--- config.mk ---
export PLATFORM = sky130hd
export DESIGN_NAME = arnm_top
export DESIGN_NICKNAME = d
export VERILOG_FILES = /design/src/arnm_pkg.sv /design/src/arnm_axil_slave.sv /design/src/arnm_native_fmt.sv /design/src/arnm_top.sv
export SDC_FILE = /design/constraint.sdc
export NUM_CORES = 1
export LEC_CHECK = 0
export ABC_AREA = 1
export BUFFER_PORTS_ARGS = -buffer_cell sky130_fd_sc_hd__clkbuf_2
export CORE_MARGIN = 5
export CORE_UTILIZATION = 40
export DETAILED_ROUTE_END_ITERATION = 10
export PLACE_DENSITY = 0.66
export SLEW_MARGIN = 20
export SYNTH_ARGS = -nofsm -noshare
export SYNTH_HDL_FRONTEND = slang
export SYNTH_SLANG_ARGS = --single-unit
export TNS_END_PERCENT = 1
--- constraint.sdc ---
create_clock -name REF_CLK -period 2.4 [get_ports REF_CLK]
set_clock_uncertainty 0.15 [all_clocks]
set_input_delay 0.36 -clock REF_CLK [delete_from_list [all_inputs] [get_ports REF_CLK]]
set_output_delay 0.36 -clock REF_CLK [all_outputs]
set_load 0.05 [all_outputs]
--- src/arnm_pkg.sv ---
// Notes on behaviour
// opcode 29h reads sectors to host
// payload moves as 16-bit data words
// one interrupt per multiple-block, not sector
// count low byte current, high byte previous
// zero sector count means 65,536 sectors
// start LBA from current and previous bytes
// failing LBA readable, HOB selects upper half
// UNC/IDNF/ABRT/AMNF errors, ERR set, BSY clear
// opcode F8h returns unreduced native maximum
// native max above 268,435,455 saturates
// LBA result bytes into SN, CL, CH, head
// CHS result returns highest head number
// L bit selects LBA or CHS format
package arnm_pkg;
   localparam logic [7:0] CMD_RD_MULT_EXT = 8'h29;
   localparam logic [7:0] CMD_NATIVE_MAX = 8'hF8;
   ////////////////////////////////////////////////////////////////////////////////
   localparam logic [7:0] OFS_DATA = 8'h00;
   localparam logic [7:0] OFS_ERROR = 8'h04;
   localparam logic [7:0] OFS_SECCNT = 8'h08;
   localparam logic [7:0] OFS_CYLHI = 8'h14;
   localparam logic [7:0] OFS_DEVHEAD = 8'h18;
   localparam logic [7:0] OFS_CMDSTAT = 8'h1C;
   localparam logic [7:0] OFS_DEVCTL = 8'h20;
   localparam logic [7:0] OFS_INT_STAT = 8'h24;
   localparam logic [7:0] OFS_INT_MASK = 8'h28;
   localparam logic [7:0] OFS_MULT = 8'h2C;
   localparam logic [1:0] TF_CNT = 2'h0;
   localparam logic [1:0] TF_SN = 2'h1;
   localparam logic [1:0] TF_CL = 2'h2;
   localparam logic [1:0] TF_CH = 2'h3;
   localparam int ST_BSY = 7;
   localparam int ST_RDY = 6;
   localparam int ST_DSC = 4;
   localparam int ST_DRQ = 3;
   localparam int ST_ERR = 0;
   localparam int ER_UNC = 6;
   localparam int ER_IDN = 4;
   localparam int ER_ABT = 2;
   localparam int ER_AMN = 0;
   localparam int DH_L = 6;
   localparam int DC_HOB = 7;
   localparam int INT_W = 3;
   localparam int INT_BLOCK = 0;
   localparam int INT_DONE = 1;
   localparam int INT_ERR = 2;
   localparam logic [7:0] LAST_WORD = 8'hFF;
   localparam logic [7:0] ONE_BLOCK = 8'h01;
   localparam logic [16:0] ZERO_CNT_SECTORS = 17'h10000;
   localparam logic [27:0] SAT_LBA28 = 28'hFFFFFFF;
   localparam logic [7:0] RST_BYTE = 8'h00;
   localparam logic [1:0] RESP_OKAY = 2'h0;
   localparam logic [1:0] RESP_SLVERR = 2'h2;
   ////////////////////////////////////////////////////////////////////////////////
   typedef enum logic [1:0] {
      MERR_NONE = 2'b00,
      MERR_UNC = 2'b01,
      MERR_IDNF = 2'b10,
      MERR_AMNF = 2'b11
   } arnm_merr_type;
   typedef struct packed {
      logic valid;
      arnm_merr_type err;
      logic [15:0] word;
   } arnm_media_type;
   typedef struct packed {
      logic [47:0] lba;
      logic [15:0] cyl;
      logic [3:0] head;
      logic [7:0] sect;
   } arnm_geom_type;
   typedef struct packed {
      logic wr;
      logic [7:0] waddr;
      logic [31:0] wdata;
      logic [3:0] wstrb;
      logic rd;
      logic [7:0] raddr;
   } arnm_req_type;
   typedef struct packed {
      logic [7:0] prev;
      logic [7:0] cur;
   } arnm_pair_type;
   ////////////////////////////////////////////////////////////////////////////////
   function automatic logic is_tf(input logic [7:0] a);
      return (a >= OFS_SECCNT) && (a <= OFS_CYLHI) && (a[1:0] == 2'h0);
   endfunction
   function automatic logic [1:0] tf_index(input logic [7:0] a);
      logic [7:0] d;
      d = a - OFS_SECCNT;
      return d[3:2];
   endfunction
   function automatic logic is_mapped(input logic [7:0] a);
      return (a[1:0] == 2'h0) && (a <= OFS_MULT);
   endfunction
endpackage

--- src/arnm_axil_slave.sv ---
`timescale 1ns/1ps
module arnm_axil_slave (
   input wire logic clk,
   input wire logic arst_n,
   input wire logic awvalid,
   output logic awready,
   input wire logic [7:0] awaddr,
   input wire logic wvalid,
   output logic wready,
   input wire logic [31:0] wdata,
   input wire logic [3:0] wstrb,
   output logic bvalid,
   input wire logic bready,
   output logic [1:0] bresp,
   input wire logic arvalid,
   output logic arready,
   input wire logic [7:0] araddr,
   output logic rvalid,
   input wire logic rready,
   output logic [31:0] rdata,
   output logic [1:0] rresp,
   output arnm_pkg::arnm_req_type req,
   input wire logic [31:0] rd_data,
   input wire logic hit_wr,
   input wire logic hit_rd
);
   import arnm_pkg::*;
   typedef struct packed {
      logic aw_got;
      logic w_got;
      logic [7:0] waddr;
      logic [31:0] wdata;
      logic [3:0] wstrb;
      logic bvalid;
      logic [1:0] bresp;
      logic ar_got;
      logic [7:0] raddr;
      logic rvalid;
      logic [31:0] rdata;
      logic [1:0] rresp;
   } arnm_bus_st_type;
   arnm_bus_st_type s_ff, nxt_s;
   // write and read each hold off new addresses until their response is accepted
   assign awready = ~s_ff.aw_got & ~s_ff.bvalid;
   assign wready = ~s_ff.w_got & ~s_ff.bvalid;
   assign arready = ~s_ff.ar_got & ~s_ff.rvalid;
   assign bvalid = s_ff.bvalid;
   assign bresp = s_ff.bresp;
   assign rvalid = s_ff.rvalid;
   assign rdata = s_ff.rdata;
   assign rresp = s_ff.rresp;
   assign req = '{wr: s_ff.aw_got & s_ff.w_got, waddr: s_ff.waddr, wdata: s_ff.wdata,
                  wstrb: s_ff.wstrb, rd: s_ff.ar_got, raddr: s_ff.raddr};
   always_comb begin
      nxt_s = s_ff;
      if (awvalid & awready) begin
         nxt_s.aw_got = 1'b1;
         nxt_s.waddr = awaddr;
      end
      if (wvalid & wready) begin
         nxt_s.w_got = 1'b1;
         nxt_s.wdata = wdata;
         nxt_s.wstrb = wstrb;
      end
      if (s_ff.aw_got & s_ff.w_got) begin
         nxt_s.aw_got = 1'b0;
         nxt_s.w_got = 1'b0;
         nxt_s.bvalid = 1'b1;
         nxt_s.bresp = hit_wr ? RESP_OKAY : RESP_SLVERR;
      end
      if (s_ff.bvalid & bready) begin
         nxt_s.bvalid = 1'b0;
      end
      if (arvalid & arready) begin
         nxt_s.ar_got = 1'b1;
         nxt_s.raddr = araddr;
      end
      if (s_ff.ar_got) begin
         nxt_s.ar_got = 1'b0;
         nxt_s.rvalid = 1'b1;
         nxt_s.rdata = hit_rd ? rd_data : '0;
         nxt_s.rresp = hit_rd ? RESP_OKAY : RESP_SLVERR;
      end
      if (s_ff.rvalid & rready) begin
         nxt_s.rvalid = 1'b0;
      end
   end
   always_ff @(posedge clk or negedge arst_n) begin
      if (!arst_n) begin
         s_ff <= '0;
      end else begin
         s_ff <= nxt_s;
      end
   end
endmodule // arnm_axil_slave

--- src/arnm_native_fmt.sv ---
`timescale 1ns/1ps
module arnm_native_fmt (
   input arnm_pkg::arnm_geom_type geom,
   input wire logic lmode,
   output logic [7:0] sn,
   output logic [7:0] cl,
   output logic [7:0] ch,
   output logic [3:0] head
);
   import arnm_pkg::*;
   logic [27:0] lba28;
   always_comb begin
      // any bit above the 28-bit range pins the answer at the ceiling
      lba28 = (|geom.lba[47:28]) ? SAT_LBA28 : geom.lba[27:0];
      if (lmode) begin
         sn = lba28[7:0];
         cl = lba28[15:8];
         ch = lba28[23:16];
         head = lba28[27:24];
      end else begin
         sn = geom.sect;
         cl = geom.cyl[7:0];
         ch = geom.cyl[15:8];
         head = geom.head;
      end
   end
endmodule // arnm_native_fmt

--- src/arnm_top.sv ---
`timescale 1ns/1ps
module arnm_top (
   input wire logic REF_CLK,
   input wire logic ARST_N,
   input wire logic S_AXI_AWVALID,
   output logic S_AXI_AWREADY,
   input wire logic [7:0] S_AXI_AWADDR,
   input wire logic S_AXI_WVALID,
   output logic S_AXI_WREADY,
   input wire logic [31:0] S_AXI_WDATA,
   input wire logic [3:0] S_AXI_WSTRB,
   output logic S_AXI_BVALID,
   input wire logic S_AXI_BREADY,
   output logic [1:0] S_AXI_BRESP,
   input wire logic S_AXI_ARVALID,
   output logic S_AXI_ARREADY,
   input wire logic [7:0] S_AXI_ARADDR,
   output logic S_AXI_RVALID,
   input wire logic S_AXI_RREADY,
   output logic [31:0] S_AXI_RDATA,
   output logic [1:0] S_AXI_RRESP,
   output logic MEDIA_REQ,
   output logic [47:0] MEDIA_LBA,
   input arnm_pkg::arnm_media_type MEDIA_IN,
   input arnm_pkg::arnm_geom_type NATIVE_GEOM,
   output logic IRQ
);
   import arnm_pkg::*;
   typedef enum logic [1:0] {
      S_IDLE = 2'b00,
      S_FETCH = 2'b01,
      S_XFER = 2'b10
   } arnm_fsm_type;
   typedef struct packed {
      arnm_pair_type [3:0] tf;
      logic [7:0] devhead;
      logic [7:0] err;
      logic [7:0] devctl;
      logic [7:0] mult;
      logic [INT_W-1:0] int_st;
      logic [INT_W-1:0] int_mask;
      arnm_fsm_type fsm;
      logic bsy;
      logic drq;
      logic errs;
      logic [47:0] lba;
      logic [16:0] left;
      logic [7:0] blk_left;
      logic blk_first;
      logic [7:0] word_cnt;
      logic [15:0] word;
   } arnm_top_st_type;
   arnm_top_st_type s_ff, nxt_s;
   arnm_req_type req;
   logic [31:0] rd_data;
   logic hit_wr, hit_rd, wr_ok, cmd_go, pop, take;
   logic [7:0] status, mult_eff, nm_sn, nm_cl, nm_ch;
   logic [3:0] nm_head;
   logic [15:0] cnt16;
   logic [47:0] start_lba;
   logic [INT_W-1:0] ev;
   ////////////////////////////////////////////////////////////////////////////////
   arnm_axil_slave u_bus (
      .clk(REF_CLK),
      .arst_n(ARST_N),
      .awvalid(S_AXI_AWVALID),
      .awready(S_AXI_AWREADY),
      .awaddr(S_AXI_AWADDR),
      .wvalid(S_AXI_WVALID),
      .wready(S_AXI_WREADY),
      .wdata(S_AXI_WDATA),
      .wstrb(S_AXI_WSTRB),
      .bvalid(S_AXI_BVALID),
      .bready(S_AXI_BREADY),
      .bresp(S_AXI_BRESP),
      .arvalid(S_AXI_ARVALID),
      .arready(S_AXI_ARREADY),
      .araddr(S_AXI_ARADDR),
      .rvalid(S_AXI_RVALID),
      .rready(S_AXI_RREADY),
      .rdata(S_AXI_RDATA),
      .rresp(S_AXI_RRESP),
      .req(req),
      .rd_data(rd_data),
      .hit_wr(hit_wr),
      .hit_rd(hit_rd)
   );
   arnm_native_fmt u_fmt (
      .geom(NATIVE_GEOM),
      .lmode(s_ff.devhead[DH_L]),
      .sn(nm_sn),
      .cl(nm_cl),
      .ch(nm_ch),
      .head(nm_head)
   );
   assign MEDIA_REQ = (s_ff.fsm == S_FETCH);
   assign MEDIA_LBA = s_ff.lba;
   assign IRQ = |(s_ff.int_st & s_ff.int_mask);
   ////////////////////////////////////////////////////////////////////////////////
   always_comb begin : read_side
      hit_wr = is_mapped(req.waddr);
      hit_rd = is_mapped(req.raddr);
      status = '0;
      status[ST_BSY] = s_ff.bsy;
      status[ST_RDY] = ~s_ff.bsy;
      status[ST_DSC] = ~s_ff.bsy;
      status[ST_DRQ] = s_ff.drq;
      status[ST_ERR] = s_ff.errs;
      rd_data = '0;
      case (req.raddr)
         OFS_DATA: rd_data[15:0] = s_ff.word;
         OFS_ERROR: rd_data[7:0] = s_ff.err;
         OFS_DEVHEAD: rd_data[7:0] = s_ff.devhead;
         OFS_CMDSTAT: rd_data[7:0] = status;
         OFS_DEVCTL: rd_data[7:0] = s_ff.devctl;
         OFS_INT_STAT: rd_data[INT_W-1:0] = s_ff.int_st;
         OFS_INT_MASK: rd_data[INT_W-1:0] = s_ff.int_mask;
         OFS_MULT: rd_data[7:0] = s_ff.mult;
         default: begin
            if (is_tf(req.raddr)) begin
               rd_data[7:0] = s_ff.devctl[DC_HOB] ? s_ff.tf[tf_index(req.raddr)].prev
                                                   : s_ff.tf[tf_index(req.raddr)].cur;
            end
         end
      endcase
   end
   ////////////////////////////////////////////////////////////////////////////////
   always_comb begin : next_state
      nxt_s = s_ff;
      ev = '0;
      // taskfile writes while busy or mid-transfer would corrupt the command in flight
      wr_ok = req.wr & req.wstrb[0] & (s_ff.fsm == S_IDLE);
      cmd_go = wr_ok & (req.waddr == OFS_CMDSTAT);
      pop = req.rd & (req.raddr == OFS_DATA) & s_ff.drq;
      take = (s_ff.fsm == S_FETCH) & MEDIA_IN.valid;
      cnt16 = {s_ff.tf[TF_CNT].prev, s_ff.tf[TF_CNT].cur};
      start_lba = {s_ff.tf[TF_CH].prev, s_ff.tf[TF_CL].prev, s_ff.tf[TF_SN].prev,
                   s_ff.tf[TF_CH].cur, s_ff.tf[TF_CL].cur, s_ff.tf[TF_SN].cur};
      mult_eff = (s_ff.mult == RST_BYTE) ? ONE_BLOCK : s_ff.mult;
      if (wr_ok) begin
         if (is_tf(req.waddr)) begin
            nxt_s.tf[tf_index(req.waddr)].prev = s_ff.tf[tf_index(req.waddr)].cur;
            nxt_s.tf[tf_index(req.waddr)].cur = req.wdata[7:0];
         end
         case (req.waddr)
            OFS_DEVHEAD: nxt_s.devhead = req.wdata[7:0];
            OFS_DEVCTL: nxt_s.devctl = req.wdata[7:0];
            OFS_MULT: nxt_s.mult = req.wdata[7:0];
            default: ;
         endcase
      end
      if (cmd_go) begin
         nxt_s.err = '0;
         nxt_s.errs = 1'b0;
         case (req.wdata[7:0])
            CMD_RD_MULT_EXT: begin
               nxt_s.lba = start_lba;
               nxt_s.left = (cnt16 == 16'h0000) ? ZERO_CNT_SECTORS : {1'b0, cnt16};
               nxt_s.blk_left = mult_eff;
               nxt_s.blk_first = 1'b1;
               nxt_s.word_cnt = '0;
               nxt_s.bsy = 1'b1;
               nxt_s.fsm = S_FETCH;
            end
            CMD_NATIVE_MAX: begin
               nxt_s.tf[TF_SN].cur = nm_sn;
               nxt_s.tf[TF_CL].cur = nm_cl;
               nxt_s.tf[TF_CH].cur = nm_ch;
               nxt_s.devhead[3:0] = nm_head;
               ev[INT_DONE] = 1'b1;
            end
            default: begin
               nxt_s.err[ER_ABT] = 1'b1;
               nxt_s.errs = 1'b1;
               ev[INT_ERR] = 1'b1;
            end
         endcase
      end
      if (take) begin
         if (MEDIA_IN.err != MERR_NONE) begin
            nxt_s.err[ER_UNC] = (MEDIA_IN.err == MERR_UNC);
            nxt_s.err[ER_IDN] = (MEDIA_IN.err == MERR_IDNF);
            nxt_s.err[ER_AMN] = (MEDIA_IN.err == MERR_AMNF);
            nxt_s.errs = 1'b1;
            nxt_s.bsy = 1'b0;
            nxt_s.fsm = S_IDLE;
            nxt_s.tf[TF_CNT] = '{prev: s_ff.left[15:8], cur: s_ff.left[7:0]};
            nxt_s.tf[TF_SN] = '{prev: s_ff.lba[31:24], cur: s_ff.lba[7:0]};
            nxt_s.tf[TF_CL] = '{prev: s_ff.lba[39:32], cur: s_ff.lba[15:8]};
            nxt_s.tf[TF_CH] = '{prev: s_ff.lba[47:40], cur: s_ff.lba[23:16]};
            ev[INT_ERR] = 1'b1;
         end else begin
            nxt_s.word = MEDIA_IN.word;
            nxt_s.drq = 1'b1;
            nxt_s.bsy = 1'b0;
            nxt_s.blk_first = 1'b0;
            nxt_s.fsm = S_XFER;
            ev[INT_BLOCK] = s_ff.blk_first;
         end
      end
      if (pop) begin
         nxt_s.drq = 1'b0;
         nxt_s.fsm = S_FETCH;
         nxt_s.word_cnt = s_ff.word_cnt + 8'h01;
         if (s_ff.word_cnt == LAST_WORD) begin
            nxt_s.lba = s_ff.lba + 48'h000000000001;
            nxt_s.left = s_ff.left - 17'h00001;
            nxt_s.blk_left = s_ff.blk_left - 8'h01;
            nxt_s.bsy = 1'b1;
            if (s_ff.left == 17'h00001) begin
               nxt_s.fsm = S_IDLE;
               nxt_s.bsy = 1'b0;
               nxt_s.tf[TF_CNT] = '{prev: RST_BYTE, cur: RST_BYTE};
               ev[INT_DONE] = 1'b1;
            end else if (s_ff.blk_left == ONE_BLOCK) begin
               nxt_s.blk_left = mult_eff;
               nxt_s.blk_first = 1'b1;
            end
         end
      end
      // a new event wins over a clear in the same cycle
      if (req.wr & req.wstrb[0] & (req.waddr == OFS_INT_STAT)) begin
         nxt_s.int_st = s_ff.int_st & ~req.wdata[INT_W-1:0];
      end
      if (req.wr & req.wstrb[0] & (req.waddr == OFS_INT_MASK)) begin
         nxt_s.int_mask = req.wdata[INT_W-1:0];
      end
      nxt_s.int_st = nxt_s.int_st | ev;
   end
   always_ff @(posedge REF_CLK or negedge ARST_N) begin
      if (!ARST_N) begin
         s_ff <= '0;
      end else begin
         s_ff <= nxt_s;
      end
   end
endmodule // arnm_top

# After elaboration in Yosys (flattened, before gate mapping)
# Cells that the tools add are included.
[op_classes]
add_sub_neg = 6
n_lt_le_gt_ge = 9
n_eq_ne = 23
n_mux = 84
bitwise = 28
reduce_logical = 35
[op_table]
columns = ["operator", "count"]
rows = [
  ["$mux 64", 3],
  ["$mux 82", 2],
  ["$bwmux 64", 2],
  ["$mux 8", 16],
  ["$mux 16", 6],
  ["$mux 83", 1],
  ["$mux 74", 1],
  ["$eq 8x6->1 const B", 9],
  ["$mux 72", 1],
  ["$bmux 16 s2", 2],
  ["$demux 16 s2", 2],
  ["$add 48x1->48 const B", 1],
  ["$mux 35", 1],
  ["$pmux 5 s7", 1],
  ["$eq 8x5->1 const B", 4],
  ["$mux 28", 1],
  ["$mux 9", 3],
  ["$mux 1", 24],
  ["$pmux 3 s8", 1],
  ["$reduce_or 20->1", 1],
  ["$reduce_bool 2->1", 9],
  ["$and 1x1->1", 17],
  ["$eq 17x1->1 const B", 1],
  ["$mux 17", 1],
  ["32 further kinds", 75],
]
[word_totals]
register_bits = 267
in_bits = 154
word_cells = 223

# Depth between registers and ports, before layout
# Gate-level depths: netlist of run 1.
[depth]
ltp_word = 16
depth_mapped = 12
ltp_nobuf = 11

# By module
# From an unflattened synthesis of run 1, not the netlist that was laid out.
[unflattened]
cells_unflattened = 2842
hier_area_um2 = 19104.6
[by_module_without_submodules]
columns = ["mod", "n_inst", "cells_each", "area_per_inst_um2", "seq_area_each_um2"]
rows = [
  ["arnm_top", 1, 2199, 14044.7, 5029.8],
  ["arnm_axil_slave", 1, 477, 4354.2, 2277.2],
  ["arnm_native_fmt", 1, 166, 705.7, 0.0],
]

# Worst setup path after synthesis of run 1
# No wires, ideal clock.
[synth_path]
kind = "register to register"
start = "register s_ff[102] (netlist bit)"
end = "register s_ff[179] (netlist bit)"
t_arrival_ps = 2273
setup_slack_ps = -89
path_stages_with_launch = 10
period_less_slack_ps = 2489
path_cell_list = "dfrtp_1 nor2_1 nand2_1 nor2_1 nor2_1 inv_1 buf_2 buf_1 nand2_1 nand2_1"
[synth_lines]
columns = ["item", "line", "rtl"]
rows = [
  ["start, declared", "arnm_top.sv:53", "arnm_top_st_type s_ff, nxt_s;"],
  ["start signal, assigned", "arnm_top.sv:234", "s_ff <= nxt_s;"],
]

==> run metrics, run 1 <==
Setup crit end kind flip-flop; ranking of synthesized cells by area dfrtp_1 38%, nand2_1 18%, nor2_1 8.9%; number of warnings issued by yosys 0; asr flop ratio synth 100.0%; Die H around 210 microns; clock transition time at the flip-flop clock pins of the worst setup and hold paths 0.07 ns; CTS tree built; clock root buffer clkbuf_16; GR Overflow Total 0; starting density of the core approximately 40%; fmax 0.4385 GHz; critical path's slowest cell dfrtp_1; initial antenna violation count 0; Skew-Pair Late Insertion Delay 0.58 ns; Pleak 10.02 nW; CTS sink count roughly 250; Global Route Usage Sum between 20% and 30%; Max-slew headroom roughly 53%; max incr delay on CP 0.39 ns; share of cells above drive strength 1 ~15%; dpl hpwl 42.53 mm; total power approximately 14 mW; reg-to-reg slack, setup 0.12 ns; Fin. Hold Viols 0; Final Worst Setup Slack ~0.12 ns; dominant cell type by area after synthesis dfrtp_1; PD cells between 600 and 700 nW/um^2; vias in the first global route 16332; Post-synth EDFFs 0; Layout Cells excl Fill ~3200; Post-Place Cells around 3100; WL per Instance ~18 microns; crit path kind reg2reg; Synth Flop Type dfrtp_1; Peak VDD IR 0.5537 mV; Critical Path Fanout Max 7; critical path cell sequence nor2_2 -> nand2_2 -> nor2_2 -> nand3_1 -> nor2_4 -> clkinvlp_4 -> buf_4 -> o21ai_0 -> o21ai_0; final setup fails 0; Crit path max-delay family simple AND/OR/NAND/NOR gates; hold crit path type in2reg; Final Wtd Congestion between 0.9 and 1; most common cell in the netlist nand2_1; syn avg cell area between 6 and 7 sq um; core footprint 40550 sq um; die area ~45000 sq um; CTS Buf Count 30; largest net degree at the start of global routing 79; Worst EP required around 2.7 ns; DRC violation total after the first TritonRoute iteration ~1600; Mapped Area between 15000 and 20000 sq um; number of remaining DRC errors 0; Max Cap Viol 0; PortBufs 199; Place WS approximately 0.036 ns; drt via density ~5.3; Final nets between 2000 and 3000; row count between 70 and 80; Post-Synthesis Cells 2470; list of most frequent post-synthesis cells 799 x nand2_1, 387 x nor2_1, 249 x dfrtp_1; H-tree levels 1; total routed wirelength 58.10 mm; Tmin final between 2 and 2.5 ns; CP Launch Type flip-flop; status finished clean; post-synthesis sequential area ratio between 30% and 40%; ANT nets after route 0; Synth cell types 46; DP Area 17770 sq um; Area Growth Syn to Fin 19.31%; io pins ~250; final period utilization between 90% and 100%; final core utilization around 48%; fin. max-slew vios 0; Arrival @ worst endpoint roughly 2.6 ns; first-pass GRT wire length slightly above 90 mm; antenna cell count 0; top-area cell type share of the netlist area between 30% and 40%; first drt pass iteration count 6; Worst Tran Pin Value 0.6992 ns; Final Instance Area about 20000 sq um; Die W 211.9 microns; flop and latch count out of synthesis roughly 250; via count about 17000; clk buf depth 3; CP Buf/Inv Count 2
[cell families (layout without fill, tap and decap cells)]
kind of cell / count (synthesis) / count (layout) / synth area share (%)
AOI/OAI and AO/OA: 254 / 254 / 8.475
xor gates and xnor gates: 40 / 40 / 2.149
adders and majority gates: 6 / 6 / 0.4606
buffers and inverters: 410 / 638 / 11.96
DFF: 249 / 249 / 38.23
muxes: 3 / 3 / 0.2072
other: 1 / 18 / 0.02301
and+or+nand+nor: 1507 / 1507 / 38.50
[power by group]
part	switching (mW)	leakage (nW)	internal, mW	total, mW
Sequential	0.399	3.14	4.58	4.97
Combinational	2.92	6.41	1.12	4.05
Clock	1.94	0.481	2.63	4.58
[through the flow]
| step | TNS, ns | hold slack, ns |
|---|---|---|
| 2_1_floorplan | 0 | -0.08559 |
| 3_3_place_gp | 0 | 0.1298 |
| 3_5_place_dp | 0 | 0.1349 |
| 4_1_cts | 0 | 0.001652 |
| 5_1_grt | -0.003337 | 0.03351 |
| 6_report | 0 | 0.02333 |
[worst reg2reg max path: cells and delay by family, from the launching register on]
| kind | cells | cell delay [ns] |
|---|---|---|
| simple gates | 5 | 0.85 |
| buf+inv | 2 | 0.50 |
| flops | 1 | 0.39 |
| compound gates | 2 | 0.24 |
[cell usage in the layout (no fill, tap or decap), types with 26 or more instances in the layout]
master	instances
buf_4	80
clkbuf_16	30
clkbuf_2	198
dfrtp_1	247
dlygate4sd3_1	60
inv_1	218
nand2_1	798
nand3_1	208
nand4_1	47
nor2_1	381
nor3_1	27
o211ai_1	26
o21ai_0	150
o21ai_1	31
xor2_1	31
[sequential cells by signal, summed over array words and instances (netlist names)]
signal	count
s_ff	137
MEDIA_LBA	48
u_bus.req	26
cnt16	16
u_bus.rdata	16
u_bus.s_ff	2
u_bus.bresp	1
u_bus.bvalid	1
u_bus.rresp	1
u_bus.rvalid	1
[layer usage]
metal	vias to the layer above	share of wire [%]	global-route usage [%]
li1	8162	-	-
met1	8071	42	33.72
met2	696	48	42.70
met3	129	6.9	2.934
met4	0	3.9	9.151
met5	-	0	0
[timing repair]
action	CTS	global route
buffers inserted	2	4
endpoints found under the hold margin	281	0
hold buffers	60	0
gates resized for setup	2	8
pin swaps	0	2
setup endpoints to repair	1	62
[area by class of cell]
class	count	area, sq um
repair buffers	352	2467
clock inverters	14	130.1
inverters	231	872.1
flip-flops and latches	249	6233
clock buffers	41	862.1
multi-input cells	1828	8215
well taps	532	665.6
fillers	4134	21110
[final timing paths]
path / start / endpoint / cells after the start
min reg2reg: u_bus.rvalid / u_bus.rvalid / 1
max: u_bus.req[52] / MEDIA_LBA[26] / 9
max in group asynchronous: ARST_N / u_bus.req[47] / 3
min in group asynchronous: ARST_N / u_bus.rdata[12] / 2
min: NATIVE_GEOM[41] / s_ff[178] / 5
max reg2reg: u_bus.req[52] / MEDIA_LBA[26] / 9
(Power assumes the default switching activity.)
==> inputs of run 2 (changes only) <==
--- a/config.mk
+++ b/config.mk
@@ -10,7 +10,8 @@
 export CORE_MARGIN = 5
 export CORE_UTILIZATION = 40
 export DETAILED_ROUTE_END_ITERATION = 10
-export PLACE_DENSITY = 0.66
+export HOLD_SLACK_MARGIN = 0.15
+export PLACE_DENSITY_LB_ADDON = 0.15
 export SLEW_MARGIN = 20
 export SYNTH_ARGS = -nofsm -noshare
 export SYNTH_HDL_FRONTEND = slang
==> run 2 against run 1 <==
  * Worst setup slack better by 0.0050 ns
  * Sequential power rose by 0.8%
  * Via count is 0.23% higher
==> run metrics, run 2 (synthesized netlist as in run 1, its figures left out) <==
die area 44880 sq um (unchanged); register share of total power 35.7% (-0.9 points); Final Worst Setup Slack 0.1243 ns (+0.005013 ns); Place WS 0.02384 ns (-0.01206 ns); CP Launch Type flip-flop; Worst R2R End MEDIA_LBA[33]; Largest register FFs 137 (unchanged); H-tree levels 1 (unchanged); final core utilization 49.60% (+1.6 points); CP Buf/Inv Count 2 (unchanged); Max Cap Viol 0 (unchanged); Critical Path Fanout Max 6 (-1); Max-slew headroom 49.87% (-3.5 points); core footprint 40550 sq um (unchanged); cells on worst reg2reg path 9 (unchanged); first-pass GRT wire length 94.55 mm (+4.1%); status finished clean; reg-to-reg slack, setup 0.12 ns (about the same); Final Wtd Congestion 0.9330 (-1.3%); critical path's slowest cell dfrtp_1; row count 74 (unchanged); DRC violation total after the first TritonRoute iteration 1522 (-2.9%); Setup TNS 0 ns (unchanged); largest net degree at the start of global routing 69 (-13%); starting density of the core 40.19% (unchanged); crit path from u_bus.req[52]; Multi-input gate area 8223 sq um (about the same); Seq. cell area 6232 sq um (about the same); Fin. Hold Viols 0 (unchanged); antenna cell count 0 (unchanged); clock root buffer clkbuf_16; DP Area 17860 sq um (+0.52%); clock transition time at the flip-flop clock pins of the worst setup and hold paths 0.06 ns (about the same); worst r2r src u_bus.req[52]; initial antenna violation count 0 (unchanged); Crit path max-delay family simple AND/OR/NAND/NOR gates; Tmin final 2.276 ns (-0.005013 ns); CTS sink count 249 (unchanged); fin. max-slew vios 0 (unchanged); Die W 211.9 microns (unchanged); RSZ-0062 raised after global routing yes; clk buf depth 3 (unchanged); Global Route Usage Sum 26.58% (+1.3 points); cell depth of the worst hold path 3 (-2); vias in the first global route 16494 (+0.99%); Reg with most FFs s_ff; Arrival @ worst endpoint 2.59 ns (+0.02 ns); Pleak 10.31 nW (+2.9%); Final nets 2909 (+2.0%); Setup crit end kind flip-flop; clock network power share 34.9% (+1.2 points); P_sw 5.350 mW (+1.6%); Die H 211.9 microns (unchanged); max incr delay on CP 0.39 ns (about the same); total power 14.05 mW (+3.4%); Final Instance Area 20110 sq um (+3.4%); Sw Ratio 38.06% (-0.66 points); Worst setup endpoint MEDIA_LBA[33]; number of remaining DRC errors 0 (unchanged); commonest non-fill, non-tap cell in the layout nand2_1; ANT nets after route 0 (unchanged); Worst EP required 2.71 ns (+0.02 ns); most frequent cells in the layout 799 x nand2_1, 381 x nor2_1, 248 x dfrtp_1, 219 x inv_1, 207 x nand3_1; io pins 245 (unchanged); Comb pwr share 29.4% (-0.4 points); FILL cells 4085 (-1.2%); final setup fails 0 (unchanged); Peak VDD IR 0.5724 mV (+3.4%); drt via density 5.173 (-1.5%); dpl hpwl 44.46 mm (+4.5%); WL per Instance 18.34 microns (+2.5%); first drt pass iteration count 5 (-1); Area Growth Syn to Fin 23.40%; hold crit path type in2reg; CTS tree built; critical path depth 9 (unchanged); PortBufs 199 (unchanged); critical path cell sequence nor2_2 -> nand2_1 -> nor2_2 -> nand3_1 -> nor2_4 -> clkinvlp_4 -> buf_4 -> o211ai_1 -> nand2_1; GR Overflow Total 0 (unchanged); crit path kind reg2reg; Skew-Pair Late Insertion Delay 0.58 ns (about the same); Worst Tran Pin Value 0.7519 ns (+0.05273 ns); CTS Buf Count 30 (unchanged); internal power 8.705 mW (+4.5%); PD cells 698.8 nW/um^2 (about the same); total routed wirelength 60.62 mm (+4.3%); share of cells above drive strength 1 14.50% (-0.052 points); final period utilization 94.82% (-0.21 points); hold path start S_AXI_AWVALID; fmax 0.4394 GHz (+0.22%); via count 17097 (+0.23%)
-- run 2: changes by cell type in the layout (fill, tap and decap cells not counted), moves of 2 or more --
cell           previous run  this run
dlygate4sd3_1            60       111
buf_4                    80        83
bufinv_16                 1         4
buf_12                   13        15
clkbuf_1                  4         2
clkinv_4                  1         3
clkinvlp_4                5         7
-- run 2: layout make-up --
class,instances,share of cell area [%]
clock inverters,18,1.132
inverters,231,4.336
repair buffers,409,15.17
clock buffers,38,4.180
well taps,532,3.309
flip-flops and latches,249,30.99
multi-input cells,1828,40.88
-- run 2: worst min-delay path: cells and delay by family --
family                 cells  cell delay (ns)
AND/OR/NAND/NOR            1             0.28
buffers and inverters      1             0.08
AO/OA/AOI/OAI              1             0.17
-- run 2: routing by layer --
metal  track usage [%]  wire, microns  up-vias  share of wire (%)
li1                  -              -     8294                  -
met1             36.95          26660     7996                 44
met2             43.30          27910      667                 46
met3             3.660           3976      140                6.6
met4             8.152           2075        0                3.4
met5                 0              0        -                  0
-- run 2: timing repair --
action | 4_1_cts | 5_1_grt
endpoints found under the setup margin | 6 | 93
resized for setup | 2 | 8
pin swaps | 0 | 0
buffers inserted | 2 | 0
hold buffers | 112 | 0
endpoints found under the hold margin | 326 | 0
-- run 2: worst min-delay path by stage --
stage / end / slack (ns)
3_5_place_dp: u_bus.rdata[8] / 0.09
2_1_floorplan: MEDIA_LBA[0] / -0.09
5_1_grt: s_ff[9] / 0.25
3_3_place_gp: u_bus.rdata[8] / 0.09
4_1_cts: u_bus.s_ff[92] / 0.18
6_report: u_bus.s_ff[92] / 0.22
-- run 2: through the flow --
step	hold WS, ns	instances
after global routing	0.2476	3305
after CTS	0.1800	3305
after global placement	0.09171	3135
final	0.2167	3305
after detailed placement	0.09137	3135
after floorplan	-0.08559	2487
-- run 2: power by group through the flow --
stage	registers (mW)	logic [mW]	clock network (mW)
after floorplan	4.97	2.49	0
after global placement	5.06	3.83	0
after detailed placement	5.07	3.85	0
after CTS	5.00	4.08	5.00
after global routing	5.06	4.49	5.17
final	5.01	4.14	4.91
